$ cat config.mk
export PLATFORM = sky130hd
export DESIGN_NAME = tbps_sequencer
export DESIGN_NICKNAME = d
export VERILOG_FILES = /design/src/design/tbps_sequencer.v
export VERILOG_INCLUDE_DIRS = /design/src /design/src/design
export SDC_FILE = /design/constraint.sdc
export NUM_CORES = 1
export LEC_CHECK = 0
export ABC_AREA = 1
export BUFFER_PORTS_ARGS = -buffer_cell sky130_fd_sc_hd__buf_2
export CAP_MARGIN = 20
export CORE_MARGIN = 5
export CORE_UTILIZATION = 50
export CTS_CLUSTER_DIAMETER = 50
export DETAILED_ROUTE_END_ITERATION = 8
export GPL_TIMING_DRIVEN = 0
export PLACE_DENSITY_LB_ADDON = 0.15
export SLEW_MARGIN = 20
export SYNTH_ARGS = -nofsm -noshare
export SYNTH_HDL_FRONTEND = slang
export SYNTH_SLANG_ARGS = --single-unit
$ cat constraint.sdc
create_clock -name sys_clk_i -period 1.8 [get_ports sys_clk_i]
set_clock_uncertainty 0.2 [all_clocks]
set_input_delay 0.45 -clock sys_clk_i [delete_from_list [all_inputs] [get_ports sys_clk_i]]
set_output_delay 0.45 -clock sys_clk_i [all_outputs]
set_load 0.05 [all_outputs]
$ cat src/design/tbps_defs.vh
// tbps_defs.vh: constants for the triple buck power sequencer
// assumes a 125 MHz system clock; included by the sequencer top
`ifndef TBPS_DEFS_VH
`define TBPS_DEFS_VH

// register byte offsets
`define TBPS_REG_CTRL      12'h000
`define TBPS_REG_STATUS    12'h004
`define TBPS_REG_PINS      12'h008

// control register fields and reset value
`define TBPS_CTRL_PGMON_EN 0
`define TBPS_CTRL_RST      32'h0000_0001

// mode input encodings
`define TBPS_MODE_LOW      2'h0
`define TBPS_MODE_HIGH     2'h1
`define TBPS_MODE_FLOAT    2'h2

// soft-start time in microseconds and in clock cycles
`define TBPS_SS_TIME_US    2400
`define TBPS_CLK_MHZ       125
`define TBPS_SS_CYCLES     (`TBPS_SS_TIME_US * `TBPS_CLK_MHZ)

// AXI responses
`define TBPS_RESP_OKAY     2'h0
`define TBPS_RESP_SLVERR   2'h2

`endif

$ cat src/design/tbps_sequencer.v
// tbps_sequencer.v: enable decode, automatic ordering, soft-start and power-good
// for three step-down channels, with an AXI4-Lite register slave.
// assumes all pin inputs are asynchronous levels from comparators; one clock.
//
// How it works
// channel runs once its enable is high
// enable low stops channel, low quiescent state
// input lockout disables all; rising/falling levels
// host drives enables only by open drain
// each channel soft-starts 2.4 ms after turn-on
// auto sequencing: mode high/low, enable1 or 2
// floating mode: each enable drives own channel
// enable3 starts power-up, lowering starts power-down
// low, both high: up 1-2-3, down 3-2-1
// low, en2 only: up 2-1-3, down 3-1-2
// low, en1 only: up 2-3-1, down 1-3-2
// high, both high: up 1-3-2, down 2-3-1
// high, en2 only: up 3-1-2, down 2-1-3
// high, en1 only: up 3-2-1, down 1-2-3
// ramp level one steps second, two third
// power-good monitor enabled after soft-start
// power-good after regulation plus delay ramp
// bias regulator on at lower enable level
// power-good low in soft-start, lockout, fault, enable low
// auto with both enables low: all off
// mode decoded low, high, float; float independent
`timescale 1ns/10ps
`include "tbps_defs.vh"

module tbps_sequencer #(
  parameter SS_CYCLES = `TBPS_SS_CYCLES
) (
  input  wire        sys_clk_i,
  input  wire        sys_rst_i,
  // pins, asynchronous
  input  wire        chan1_enable_in_i,
  input  wire        chan2_enable_in_i,
  input  wire        chan3_enable_in_i,
  input  wire [2:0]  bias_level_i,
  input  wire        mode_high_i,
  input  wire        mode_low_i,
  input  wire        lockout_rise_i,
  input  wire        lockout_fall_i,
  input  wire        thermal_fault_i,
  input  wire        seq_level1_i,
  input  wire        seq_level2_i,
  input  wire        pg_level_i,
  input  wire [2:0]  in_regulation_i,
  // outputs
  output reg  [2:0]  chan_run_o,
  output reg  [2:0]  chan_soft_start_o,
  output reg  [2:0]  pg_monitor_en_o,
  output reg         internal_bias_rail_o,
  output reg         seq_ramp_reset_o,
  output reg         pg_ramp_reset_o,
  output reg         power_ok_o,
  // AXI4-Lite slave
  input  wire [11:0] s_axi_awaddr,
  input  wire        s_axi_awvalid,
  output reg         s_axi_awready,
  input  wire [31:0] s_axi_wdata,
  input  wire [3:0]  s_axi_wstrb,
  input  wire        s_axi_wvalid,
  output reg         s_axi_wready,
  output reg  [1:0]  s_axi_bresp,
  output reg         s_axi_bvalid,
  input  wire        s_axi_bready,
  input  wire [11:0] s_axi_araddr,
  input  wire        s_axi_arvalid,
  output reg         s_axi_arready,
  output reg  [31:0] s_axi_rdata,
  output reg  [1:0]  s_axi_rresp,
  output reg         s_axi_rvalid,
  input  wire        s_axi_rready
);

  localparam ST_OFF  = 2'h0;
  localparam ST_UP   = 2'h1;
  localparam ST_ON   = 2'h2;
  localparam ST_DOWN = 2'h3;

  ////////////////////////////////////////////////////////////////////////////
  // two-flop synchronisers for every pin input
  localparam NSYNC = 17;
  wire [NSYNC-1:0] pin_raw = {chan1_enable_in_i, chan2_enable_in_i, chan3_enable_in_i,
                              bias_level_i, mode_high_i, mode_low_i, lockout_rise_i,
                              lockout_fall_i, thermal_fault_i, seq_level1_i, seq_level2_i,
                              pg_level_i, in_regulation_i};
  reg  [NSYNC-1:0] sync_a;
  reg  [NSYNC-1:0] sync_b;
  genvar gi;
  generate
    for (gi = 0; gi < NSYNC; gi = gi + 1) begin : g_sync
      always @(posedge sys_clk_i) begin
        if (sys_rst_i) begin
          sync_a[gi] <= 1'b0;
          sync_b[gi] <= 1'b0;
        end else begin
          sync_a[gi] <= pin_raw[gi];
          sync_b[gi] <= sync_a[gi];
        end
      end
    end
  endgenerate

  wire       en1    = sync_b[16];
  wire       en2    = sync_b[15];
  wire       en3    = sync_b[14];
  wire [2:0] bias_s = sync_b[13:11];
  wire       m_hi   = sync_b[10];
  wire       m_lo   = sync_b[9];
  wire       lk_r   = sync_b[8];
  wire       lk_f   = sync_b[7];
  wire       therm  = sync_b[6];
  wire       lvl1   = sync_b[5];
  wire       lvl2   = sync_b[4];
  wire       pglvl  = sync_b[3];
  wire [2:0] inreg  = sync_b[2:0];

  ////////////////////////////////////////////////////////////////////////////
  // lockout with hysteresis: set on falling level, cleared on rising level
  reg lockout;
  always @(posedge sys_clk_i) begin
    if (sys_rst_i)
      lockout <= 1'b1;
    else if (lk_f)
      lockout <= 1'b1;
    else if (lk_r)
      lockout <= 1'b0;
  end

  // mode decode: neither comparator set means the pin floats
  reg [1:0] mode;
  always @* begin
    if (m_lo)
      mode = `TBPS_MODE_LOW;
    else if (m_hi)
      mode = `TBPS_MODE_HIGH;
    else
      mode = `TBPS_MODE_FLOAT;
  end
  wire auto_mode = (mode != `TBPS_MODE_FLOAT) && (en1 || en2);

  ////////////////////////////////////////////////////////////////////////////
  // power-up order as three channel indexes; power-down is the reverse
  reg [1:0] ord0;
  reg [1:0] ord1;
  reg [1:0] ord2;
  always @* begin
    ord0 = 2'h0;
    ord1 = 2'h1;
    ord2 = 2'h2;
    case ({mode == `TBPS_MODE_HIGH, en1, en2})
      3'b011: begin ord0 = 2'h0; ord1 = 2'h1; ord2 = 2'h2; end
      3'b001: begin ord0 = 2'h1; ord1 = 2'h0; ord2 = 2'h2; end
      3'b010: begin ord0 = 2'h1; ord1 = 2'h2; ord2 = 2'h0; end
      3'b111: begin ord0 = 2'h0; ord1 = 2'h2; ord2 = 2'h1; end
      3'b101: begin ord0 = 2'h2; ord1 = 2'h0; ord2 = 2'h1; end
      3'b110: begin ord0 = 2'h2; ord1 = 2'h1; ord2 = 2'h0; end
      default: begin ord0 = 2'h0; ord1 = 2'h1; ord2 = 2'h2; end
    endcase
  end

  ////////////////////////////////////////////////////////////////////////////
  // automatic sequencer: step counts channels on, ramp levels advance it
  reg [1:0] state;
  reg [1:0] step;
  reg [1:0] o0;
  reg [1:0] o1;
  reg [1:0] o2;
  reg       ramp_rst;
  always @(posedge sys_clk_i) begin
    if (sys_rst_i) begin
      state    <= ST_OFF;
      step     <= 2'h0;
      o0       <= 2'h0;
      o1       <= 2'h1;
      o2       <= 2'h2;
      ramp_rst <= 1'b1;
    end else if (lockout || therm || !auto_mode) begin
      state    <= ST_OFF;
      step     <= 2'h0;
      ramp_rst <= 1'b1;
    end else begin
      case (state)
        ST_OFF: if (en3) begin
          state    <= ST_UP;
          step     <= 2'h1;
          o0       <= ord0;
          o1       <= ord1;
          o2       <= ord2;
          ramp_rst <= 1'b0;
        end
        ST_UP: begin
          if (!en3) begin
            state    <= ST_DOWN;
            ramp_rst <= 1'b1;
          end else if (step == 2'h1 && lvl1)
            step <= 2'h2;
          else if (step == 2'h2 && lvl2) begin
            step     <= 2'h3;
            state    <= ST_ON;
            ramp_rst <= 1'b1;
          end
        end
        ST_ON: if (!en3) begin
          state    <= ST_DOWN;
          ramp_rst <= 1'b1;
        end
        ST_DOWN: begin
          if (ramp_rst) begin
            if (!lvl1)
              ramp_rst <= 1'b0;              // hold discharge until level reads low
          end
          else if (en3) begin
            state <= ST_UP;
            step  <= (step == 2'h3) ? 2'h2 : step;
          end else if (step == 2'h3) begin
            step     <= 2'h2;                // last channel off at once
            ramp_rst <= 1'b1;
          end else if (step == 2'h2 && lvl1) begin
            step     <= 2'h1;
            ramp_rst <= 1'b1;
          end else if (step == 2'h1 && lvl1) begin
            step  <= 2'h0;
            state <= ST_OFF;
            ramp_rst <= 1'b1;
          end
        end
        default: state <= ST_OFF;
      endcase
    end
  end

  // channel demand: sequenced position or own enable
  reg [2:0] want;
  integer k;
  always @* begin
    want = 3'h0;
    for (k = 0; k < 3; k = k + 1) begin
      if (auto_mode)
        want[k] = (step > 2'h0 && o0 == k[1:0]) || (step > 2'h1 && o1 == k[1:0]) ||
                  (step > 2'h2 && o2 == k[1:0]);
      else if (mode == `TBPS_MODE_FLOAT)
        want[k] = (k == 0) ? en1 : ((k == 1) ? en2 : en3);
    end
  end

  ////////////////////////////////////////////////////////////////////////////
  // per-channel run, soft-start counter and power-good monitor enable
  reg [31:0] ctrl;                           // control register, written over the bus
  reg  [2:0] ss_done;
  wire       global_off = lockout || therm;
  generate
    for (gi = 0; gi < 3; gi = gi + 1) begin : g_chan
      reg [19:0] ss_cnt;
      always @(posedge sys_clk_i) begin
        if (sys_rst_i) begin
          chan_run_o[gi]        <= 1'b0;
          chan_soft_start_o[gi] <= 1'b0;
          pg_monitor_en_o[gi]   <= 1'b0;
          ss_done[gi]           <= 1'b0;
          ss_cnt                <= 20'h00000;
        end else if (global_off || !want[gi]) begin
          chan_run_o[gi]        <= 1'b0;
          chan_soft_start_o[gi] <= 1'b0;
          pg_monitor_en_o[gi]   <= 1'b0;
          ss_done[gi]           <= 1'b0;
          ss_cnt                <= 20'h00000;
        end else begin
          chan_run_o[gi] <= 1'b1;
          if (ss_cnt < SS_CYCLES[19:0]) begin
            ss_cnt                <= ss_cnt + 20'h00001;
            chan_soft_start_o[gi] <= 1'b1;
          end else begin
            chan_soft_start_o[gi] <= 1'b0;
            ss_done[gi]           <= 1'b1;
            pg_monitor_en_o[gi]   <= ctrl[`TBPS_CTRL_PGMON_EN];
          end
        end
      end
    end
  endgenerate

  ////////////////////////////////////////////////////////////////////////////
  // bias rail, ramp discharges and power-good output
  wire all_en  = en1 && en2 && en3;
  wire seq_ok  = auto_mode ? (state == ST_ON) : 1'b1;
  wire pg_cond = !global_off && all_en && seq_ok && (&ss_done) &&
                 (&pg_monitor_en_o) && (&inreg);
  always @(posedge sys_clk_i) begin
    if (sys_rst_i) begin
      internal_bias_rail_o <= 1'b0;
      seq_ramp_reset_o     <= 1'b1;
      pg_ramp_reset_o      <= 1'b1;
      power_ok_o           <= 1'b0;
    end else begin
      internal_bias_rail_o <= |bias_s;
      seq_ramp_reset_o     <= ramp_rst;
      pg_ramp_reset_o      <= !pg_cond;
      power_ok_o           <= pg_cond && pglvl;
    end
  end

  ////////////////////////////////////////////////////////////////////////////
  // AXI4-Lite slave: write once address and data both held
  reg        aw_got;
  reg        w_got;
  reg [11:0] aw_q;
  reg [31:0] w_q;
  reg [3:0]  ws_q;
  always @(posedge sys_clk_i) begin
    if (sys_rst_i) begin
      ctrl          <= `TBPS_CTRL_RST;
      aw_got        <= 1'b0;
      w_got         <= 1'b0;
      aw_q          <= 12'h000;
      w_q           <= 32'h0000_0000;
      ws_q          <= 4'h0;
      s_axi_awready <= 1'b0;
      s_axi_wready  <= 1'b0;
      s_axi_bvalid  <= 1'b0;
      s_axi_bresp   <= `TBPS_RESP_OKAY;
    end else begin
      s_axi_awready <= !aw_got && !s_axi_awready && !s_axi_bvalid && s_axi_awvalid;
      s_axi_wready  <= !w_got && !s_axi_wready && !s_axi_bvalid && s_axi_wvalid;
      if (s_axi_awready && s_axi_awvalid) begin
        aw_got <= 1'b1;
        aw_q   <= s_axi_awaddr;
      end
      if (s_axi_wready && s_axi_wvalid) begin
        w_got <= 1'b1;
        w_q   <= s_axi_wdata;
        ws_q  <= s_axi_wstrb;
      end
      if (aw_got && w_got && !s_axi_bvalid) begin
        aw_got       <= 1'b0;
        w_got        <= 1'b0;
        s_axi_bvalid <= 1'b1;
        if (aw_q[11:2] == `TBPS_REG_CTRL >> 2) begin
          if (ws_q[0])
            ctrl[7:0] <= w_q[7:0];
          s_axi_bresp <= `TBPS_RESP_OKAY;
        end else if (aw_q[11:2] == `TBPS_REG_STATUS >> 2 ||
                     aw_q[11:2] == `TBPS_REG_PINS >> 2)
          s_axi_bresp <= `TBPS_RESP_OKAY;    // read-only, write ignored
        else
          s_axi_bresp <= `TBPS_RESP_SLVERR;
      end else if (s_axi_bvalid && s_axi_bready)
        s_axi_bvalid <= 1'b0;
    end
  end

  // read channel: data two edges after address is offered
  always @(posedge sys_clk_i) begin
    if (sys_rst_i) begin
      s_axi_arready <= 1'b0;
      s_axi_rvalid  <= 1'b0;
      s_axi_rdata   <= 32'h0000_0000;
      s_axi_rresp   <= `TBPS_RESP_OKAY;
    end else begin
      s_axi_arready <= !s_axi_arready && !s_axi_rvalid && s_axi_arvalid;
      if (s_axi_arready && s_axi_arvalid) begin
        s_axi_rvalid <= 1'b1;
        s_axi_rresp  <= `TBPS_RESP_OKAY;
        case (s_axi_araddr[11:2])
          `TBPS_REG_CTRL >> 2:   s_axi_rdata <= {24'h000000, ctrl[7:0]};
          `TBPS_REG_STATUS >> 2: s_axi_rdata <= {16'h0000, power_ok_o, lockout, state,
                                                 step, 1'b0, pg_monitor_en_o,
                                                 chan_soft_start_o, chan_run_o};
          `TBPS_REG_PINS >> 2:   s_axi_rdata <= {24'h000000, mode, therm, en1, en2, en3,
                                                 auto_mode, 1'b0};
          default: begin
            s_axi_rdata <= 32'h0000_0000;
            s_axi_rresp <= `TBPS_RESP_SLVERR;
          end
        endcase
      end else if (s_axi_rvalid && s_axi_rready)
        s_axi_rvalid <= 1'b0;
    end
  end

endmodule // tbps_sequencer

# Word level (Yosys, flattened, before mapping)
# Cells that the tools add are included.
# Widths: inputs -> output; s select.
word_totals:
  regBits: 194
  inputBits: 84
  out_inout_bits: 54
  wordCells: 271
classes:
  n_addsub: 3
  magnitude_cmp: 6
  n_eq_ne: 36
  muxes: 58
  bitwise: 1
  n_reduce_logical: 93
op_table:
  columns: ["cell", "count"]
  rows:
  - ["$add 20x1->20 const B", 3]
  - ["$lt 20x19->1 const B", 3]
  - ["$pmux 16 s3", 1]
  - ["$mux 2", 23]
  - ["$logic_and 1x1->1", 36]
  - ["$mux 1", 28]
  - ["$reduce_or 2->1", 12]
  - ["$ne 3x3->1 const B", 7]
  - ["$eq 10x1->1 const B", 2]
  - ["$eq 10x2->1 const B", 2]
  - ["$logic_not 10->1", 2]
  - ["$eq 2x2->1 const B", 8]
  - ["$reduce_and 3->1", 5]
  - ["$logic_not 1->1", 13]
  - ["$logic_or 1x1->1", 13]
  - ["$eq 2x1->1 const B", 6]
  - ["$pmux 2 s2", 3]
  - ["$ne 2x2->1 const B", 5]
  - ["$eq 3x3->1 const B", 3]
  - ["$logic_not 2->1", 4]
  - ["$pmux 2 s4", 1]
  - ["$reduce_and 8->1", 1]
  - ["$reduce_and 7->1", 1]
  - ["$pmux 2 s3", 1]
  - ["11 further kinds", 14]

# Longest topological paths before layout
logic_depth:
  word_depth: 10
  mapped_depth: 12
  mapped_depth_nobuf: 11

# Worst setup path before layout
# OpenSTA, ideal clock, no wires.
synth_path:
  path_type: "reg-to-reg"
  from: "register s_axi_arready"
  to: "register s_axi_rdata[14]"
  setup_time_ns: 0.071
  arrival_ns: 1.600
  required_ns: 1.529
  setup_slack_ns: -0.071
  path_stages_with_launch: 6
  path_buffers: 1
  synth_period_minus_slack_ns: 1.871
  cell_sequence: "dfxtp_1 nand2_1 inv_1 clkbuf_1 nand4_1 a21oi_1"
synth_via:
  elab_chain_cells: 1
synth_lines:
  columns: ["item", "line", "source"]
  rows:
  - ["start: declaration", "tbps_sequencer.v:70", "output reg s_axi_arready,"]
  - ["start signal: assignment", "tbps_sequencer.v:362", "s_axi_arready <= !s_axi_arready && !s_axi_rvalid && s_axi_arvalid;"]
  - ["$logic_and 1x1->1", "tbps_sequencer.v:363", "if (s_axi_arready && s_axi_arvalid) begin"]
  - ["end signal: assignment", "tbps_sequencer.v:367", "`TBPS_REG_CTRL >> 2: s_axi_rdata <= {24'h000000, ctrl[7:0]};"]
  - ["end signal: assignment", "tbps_sequencer.v:368", "`TBPS_REG_STATUS >> 2: s_axi_rdata <= {16'h0000, power_ok_o, lockout, state,"]
  - ["end signal: assignment", "tbps_sequencer.v:371", "`TBPS_REG_PINS >> 2: s_axi_rdata <= {24'h000000, mode, therm, en1, en2, en3,"]
  - ["end: declaration", "tbps_sequencer.v:71", "output reg [31:0] s_axi_rdata,"]
# No other way between the ends.
# A chain may end at the register's enable or synchronous reset.

# Final worst setup path
layout_path:
  from: "register chan_soft_start_o[1]"
  to: "output port chan_soft_start_o[1]"
layout_rtl:
  columns: ["item", "line", "source"]
  rows:
  - ["start: declaration", "tbps_sequencer.v:51", "output reg [2:0] chan_soft_start_o,"]
  - ["start signal: indexed assignment", "tbps_sequencer.v:260", "chan_soft_start_o[gi] <= 1'b0;"]
  - ["start signal: indexed assignment", "tbps_sequencer.v:266", "chan_soft_start_o[gi] <= 1'b0;"]
  - ["start signal: indexed assignment", "tbps_sequencer.v:274", "chan_soft_start_o[gi] <= 1'b1;"]
# No word-level cell between the ends.

==> results.yml <==
final_layout:
  antenna-diode-count: 0
  finalCoreUtilization: 0.6131
  fillers: 1514
  area_growth_syn_to_layout_pct: 19.96
  multi_input_comb_area_sq_um: 4056
  fin_nets: 1367
  register_area_sq_um: 3491
  drive_gt1_frac: 0.2068
power_and_ir_drop:
  peakVddDrop_v: 0.0006973
  leakage_nw: 3.950
  p_per_area_nw_per_um2: 828.3
logic_synthesis:
  synth.cell_area_sq_um: 8148
  avgSynthCellArea_sq_um: 7.128
  syn_inst: 1143
  synth_edf_count: 0
  async_reset_ff_frac: 0
  yosysWarnings: 0
  ys_types: 42
  synth_flop_cell: "dfxtp_1"
  synth-seq-cells: 173
  yosysSeqAreaShare: 0.4251
clocking:
  path_clk_slew_ns: 0.07
  cts_tree: "done"
  cts_hold_buf: 0
  htreeDepth: 4
  clock_sinks: 173
  clk_path_buf_depth: 2
  clkLatencyLatePin_ns: 0.43
  cts_buffers: 17
  cts_root_buf: "clkbuf_16"
worst_setup_path:
  crit_fanout: 2
  worstPathArrival_ns: 1.12
  setup.worst_path.end: "chan_soft_start_o[1]"
  startpoint: "chan_soft_start_o[1]"
  worstRegToRegCells: 8
  cp_top_family: "flip-flops"
  cp_slowest_stage_delay_ns: 0.40
  worstSetupPathType: "reg -> out"
  crit_chain: "buf_2"
  cp-end-kind: "primary output"
  r2r-end: "g_chan[0].ss_cnt[11]"
  worst-path-stages: 1
  cp-start-kind: "register"
  cp.buffers_inverters: 1
  cpMaxStageDelayCell: "dfxtp_1"
  worst_r2r_startpoint: "therm"
  r2r_slack_ns: 0.09
  required_ns: 1.15
routing:
  firstDrtPassIters: 5
  routed_wl_microns: 19230
  drt_iter0_drc: 337
  wire_per_inst_microns: 12.80
  drc: 0
  ant_nets: 0
  vias: 7306
  viasPerCell: 4.864
global_route:
  antenna_found_initial: 0
  grt_pass1_vias: 6930
  grt_start_max_net_pins: 17
  grt_usage: 0.2101
  gr-total-overflow: 0
  grt_pass1_wl_microns: 31920
place:
  globalplace.congestion: 0.9377
  place_hpwl_microns: 14140
  port_buffers: 87
  pre_cts_ws_ns: -0.3191
floorplanning:
  fp.dieArea_sq_um: 18950
  io_pins: 138
  die_h_microns: 137.7
  start_util: 0.5111
  row_count: 46
  die_x_microns: 137.7
  core_sq_um: 15940
timing:
  fmax_mhz: 565.0
  finalCritPeriodShare: 0.9833
  hold_violations: 0
  slew_headroom: 0.6063
  final.min_clock_period_ns: 1.770
  whs_ns: 0.02134
  finalMaxSlewViolations: 0
  worstMarginPinSlew_ns: 0.5884
  timing.final.ws_setup_ns: 0.03015
  setup-tns-final_ns: 0
  setup_viol: 0
min_path:
  hold_class: "in -> reg"
run_status:
  status: "finished, final reports clean"
flow_run:
  cap_violations: 0
power by group:
part | switching [mW] | total, mW | internal, mW
Combinational | 0.319 | 0.468 | 0.149
Clock | 1.59 | 3.70 | 2.11
Sequential | 0.0342 | 3.93 | 3.89
worst min path at each step:
stage / endpoint / from / cells past startpoint / slack (ns)
final: sync_a[16] / chan1_enable_in_i / 3 / 0.02
after global routing: sync_a[13] / bias_level_i[2] / 3 / 0.02
after CTS: sync_a[1] / in_regulation_i[1] / 3 / 0.003
after detailed placement: lvl2 / sync_a[4] / 2 / 0.19
after global placement: pglvl / sync_a[3] / 2 / 0.19
after floorplan: bias_s[0] / sync_a[11] / 2 / 0.19
cells in the mapped netlist (all sizes together) (3+ instances only):
cell,count,area share
a21oi,84,0.059
buf,38,0.037
clkbuf,16,0.0078
dfxtp,173,0.43
ha,9,0.014
inv,122,0.057
nand2,250,0.12
nand3,83,0.052
nand3b,3,0.0028
nand4,22,0.018
nor2,220,0.11
nor3,12,0.0080
nor4,4,0.0049
o211ai,4,0.0037
o21ai,61,0.041
xnor2,16,0.017
xor2,19,0.020
per-layer routing:
metal	share of wire	track usage	up-vias
met5	0	0	-
met4	0.016	0.06763	0
met3	0.046	0.04638	20
met2	0.48	0.3514	157
met1	0.46	0.2692	3277
li1	-	-	3852
placed cells by master, fill, tap and decap left out, drive strengths merged:
cell type	Yosys	routed
xor2	19	19
dfxtp	173	173
nor3	12	12
ha	9	9
bufinv	0	2
clkinvlp	0	4
o21bai	1	1
o211ai	4	4
clkinv	1	4
o21ai	61	61
clkbuf	16	37
inv	122	126
nand3b	3	3
a211oi	1	1
nand3	83	83
a21oi	84	84
a21boi	1	1
a31oi	1	1
buf	38	129
nor2	220	220
nand4	22	22
xnor2	16	16
or2	1	1
conb	1	19
nand2	250	250
nor4	4	4
cells by family after synthesis:
family | after synthesis | share of synthesized area
adders and majority gates | 9 | 0.01382
xor gates and xnor gates | 35 | 0.03762
other | 1 | 0.0004602
DFF | 173 | 0.4251
and+or+nand+nor | 595 | 0.3140
AOI/OAI and AO/OA | 153 | 0.1069
buffers and inverters | 177 | 0.1021
registers in the layout, indices dropped and copies added (netlist names), 2 cells and up:
signal             flops
state                  2
aw_q                  10
ctrl                   8
o1                     2
pg_monitor_en_o        3
step                   2
inreg                  3
o0                     2
ss_done                3
sync_a                17
bias_s                 3
chan_soft_start_o      3
o2                     2
g_chan.ss_cnt         60
w_q                    8
chan_run_o             3
s_axi_rdata           15
layout make-up:
cell class                 count  share of cell area
buffer                        53             0.03789
clock buffer                  18             0.04493
clock inverter                13             0.01575
inverter                     123             0.04890
multi-input combinational    811              0.4150
sequential                   173              0.3571
tap                          216             0.02765
timing repair buffer          95             0.05274
stage by stage:
stage / area, sq um / cells / total power [mW]
CTS: 9538 / 1494 / 8.175
floorplan: 8217 / 1161 / 4.342
global placement: 8922 / 1464 / 4.465
global route: 9774 / 1502 / 8.384
detailed placement: 8922 / 1464 / 4.473
finish: 9774 / 1502 / 8.096
timing repair:
action / 4_1_cts / 5_1_grt
gates resized for setup: 10 / 59
setup endpoints to repair: 28 / 87
pin swaps: 0 / 7
cloned: 0 / 0
buffers inserted: 0 / 8
Power figures use the tool's default switching activity.
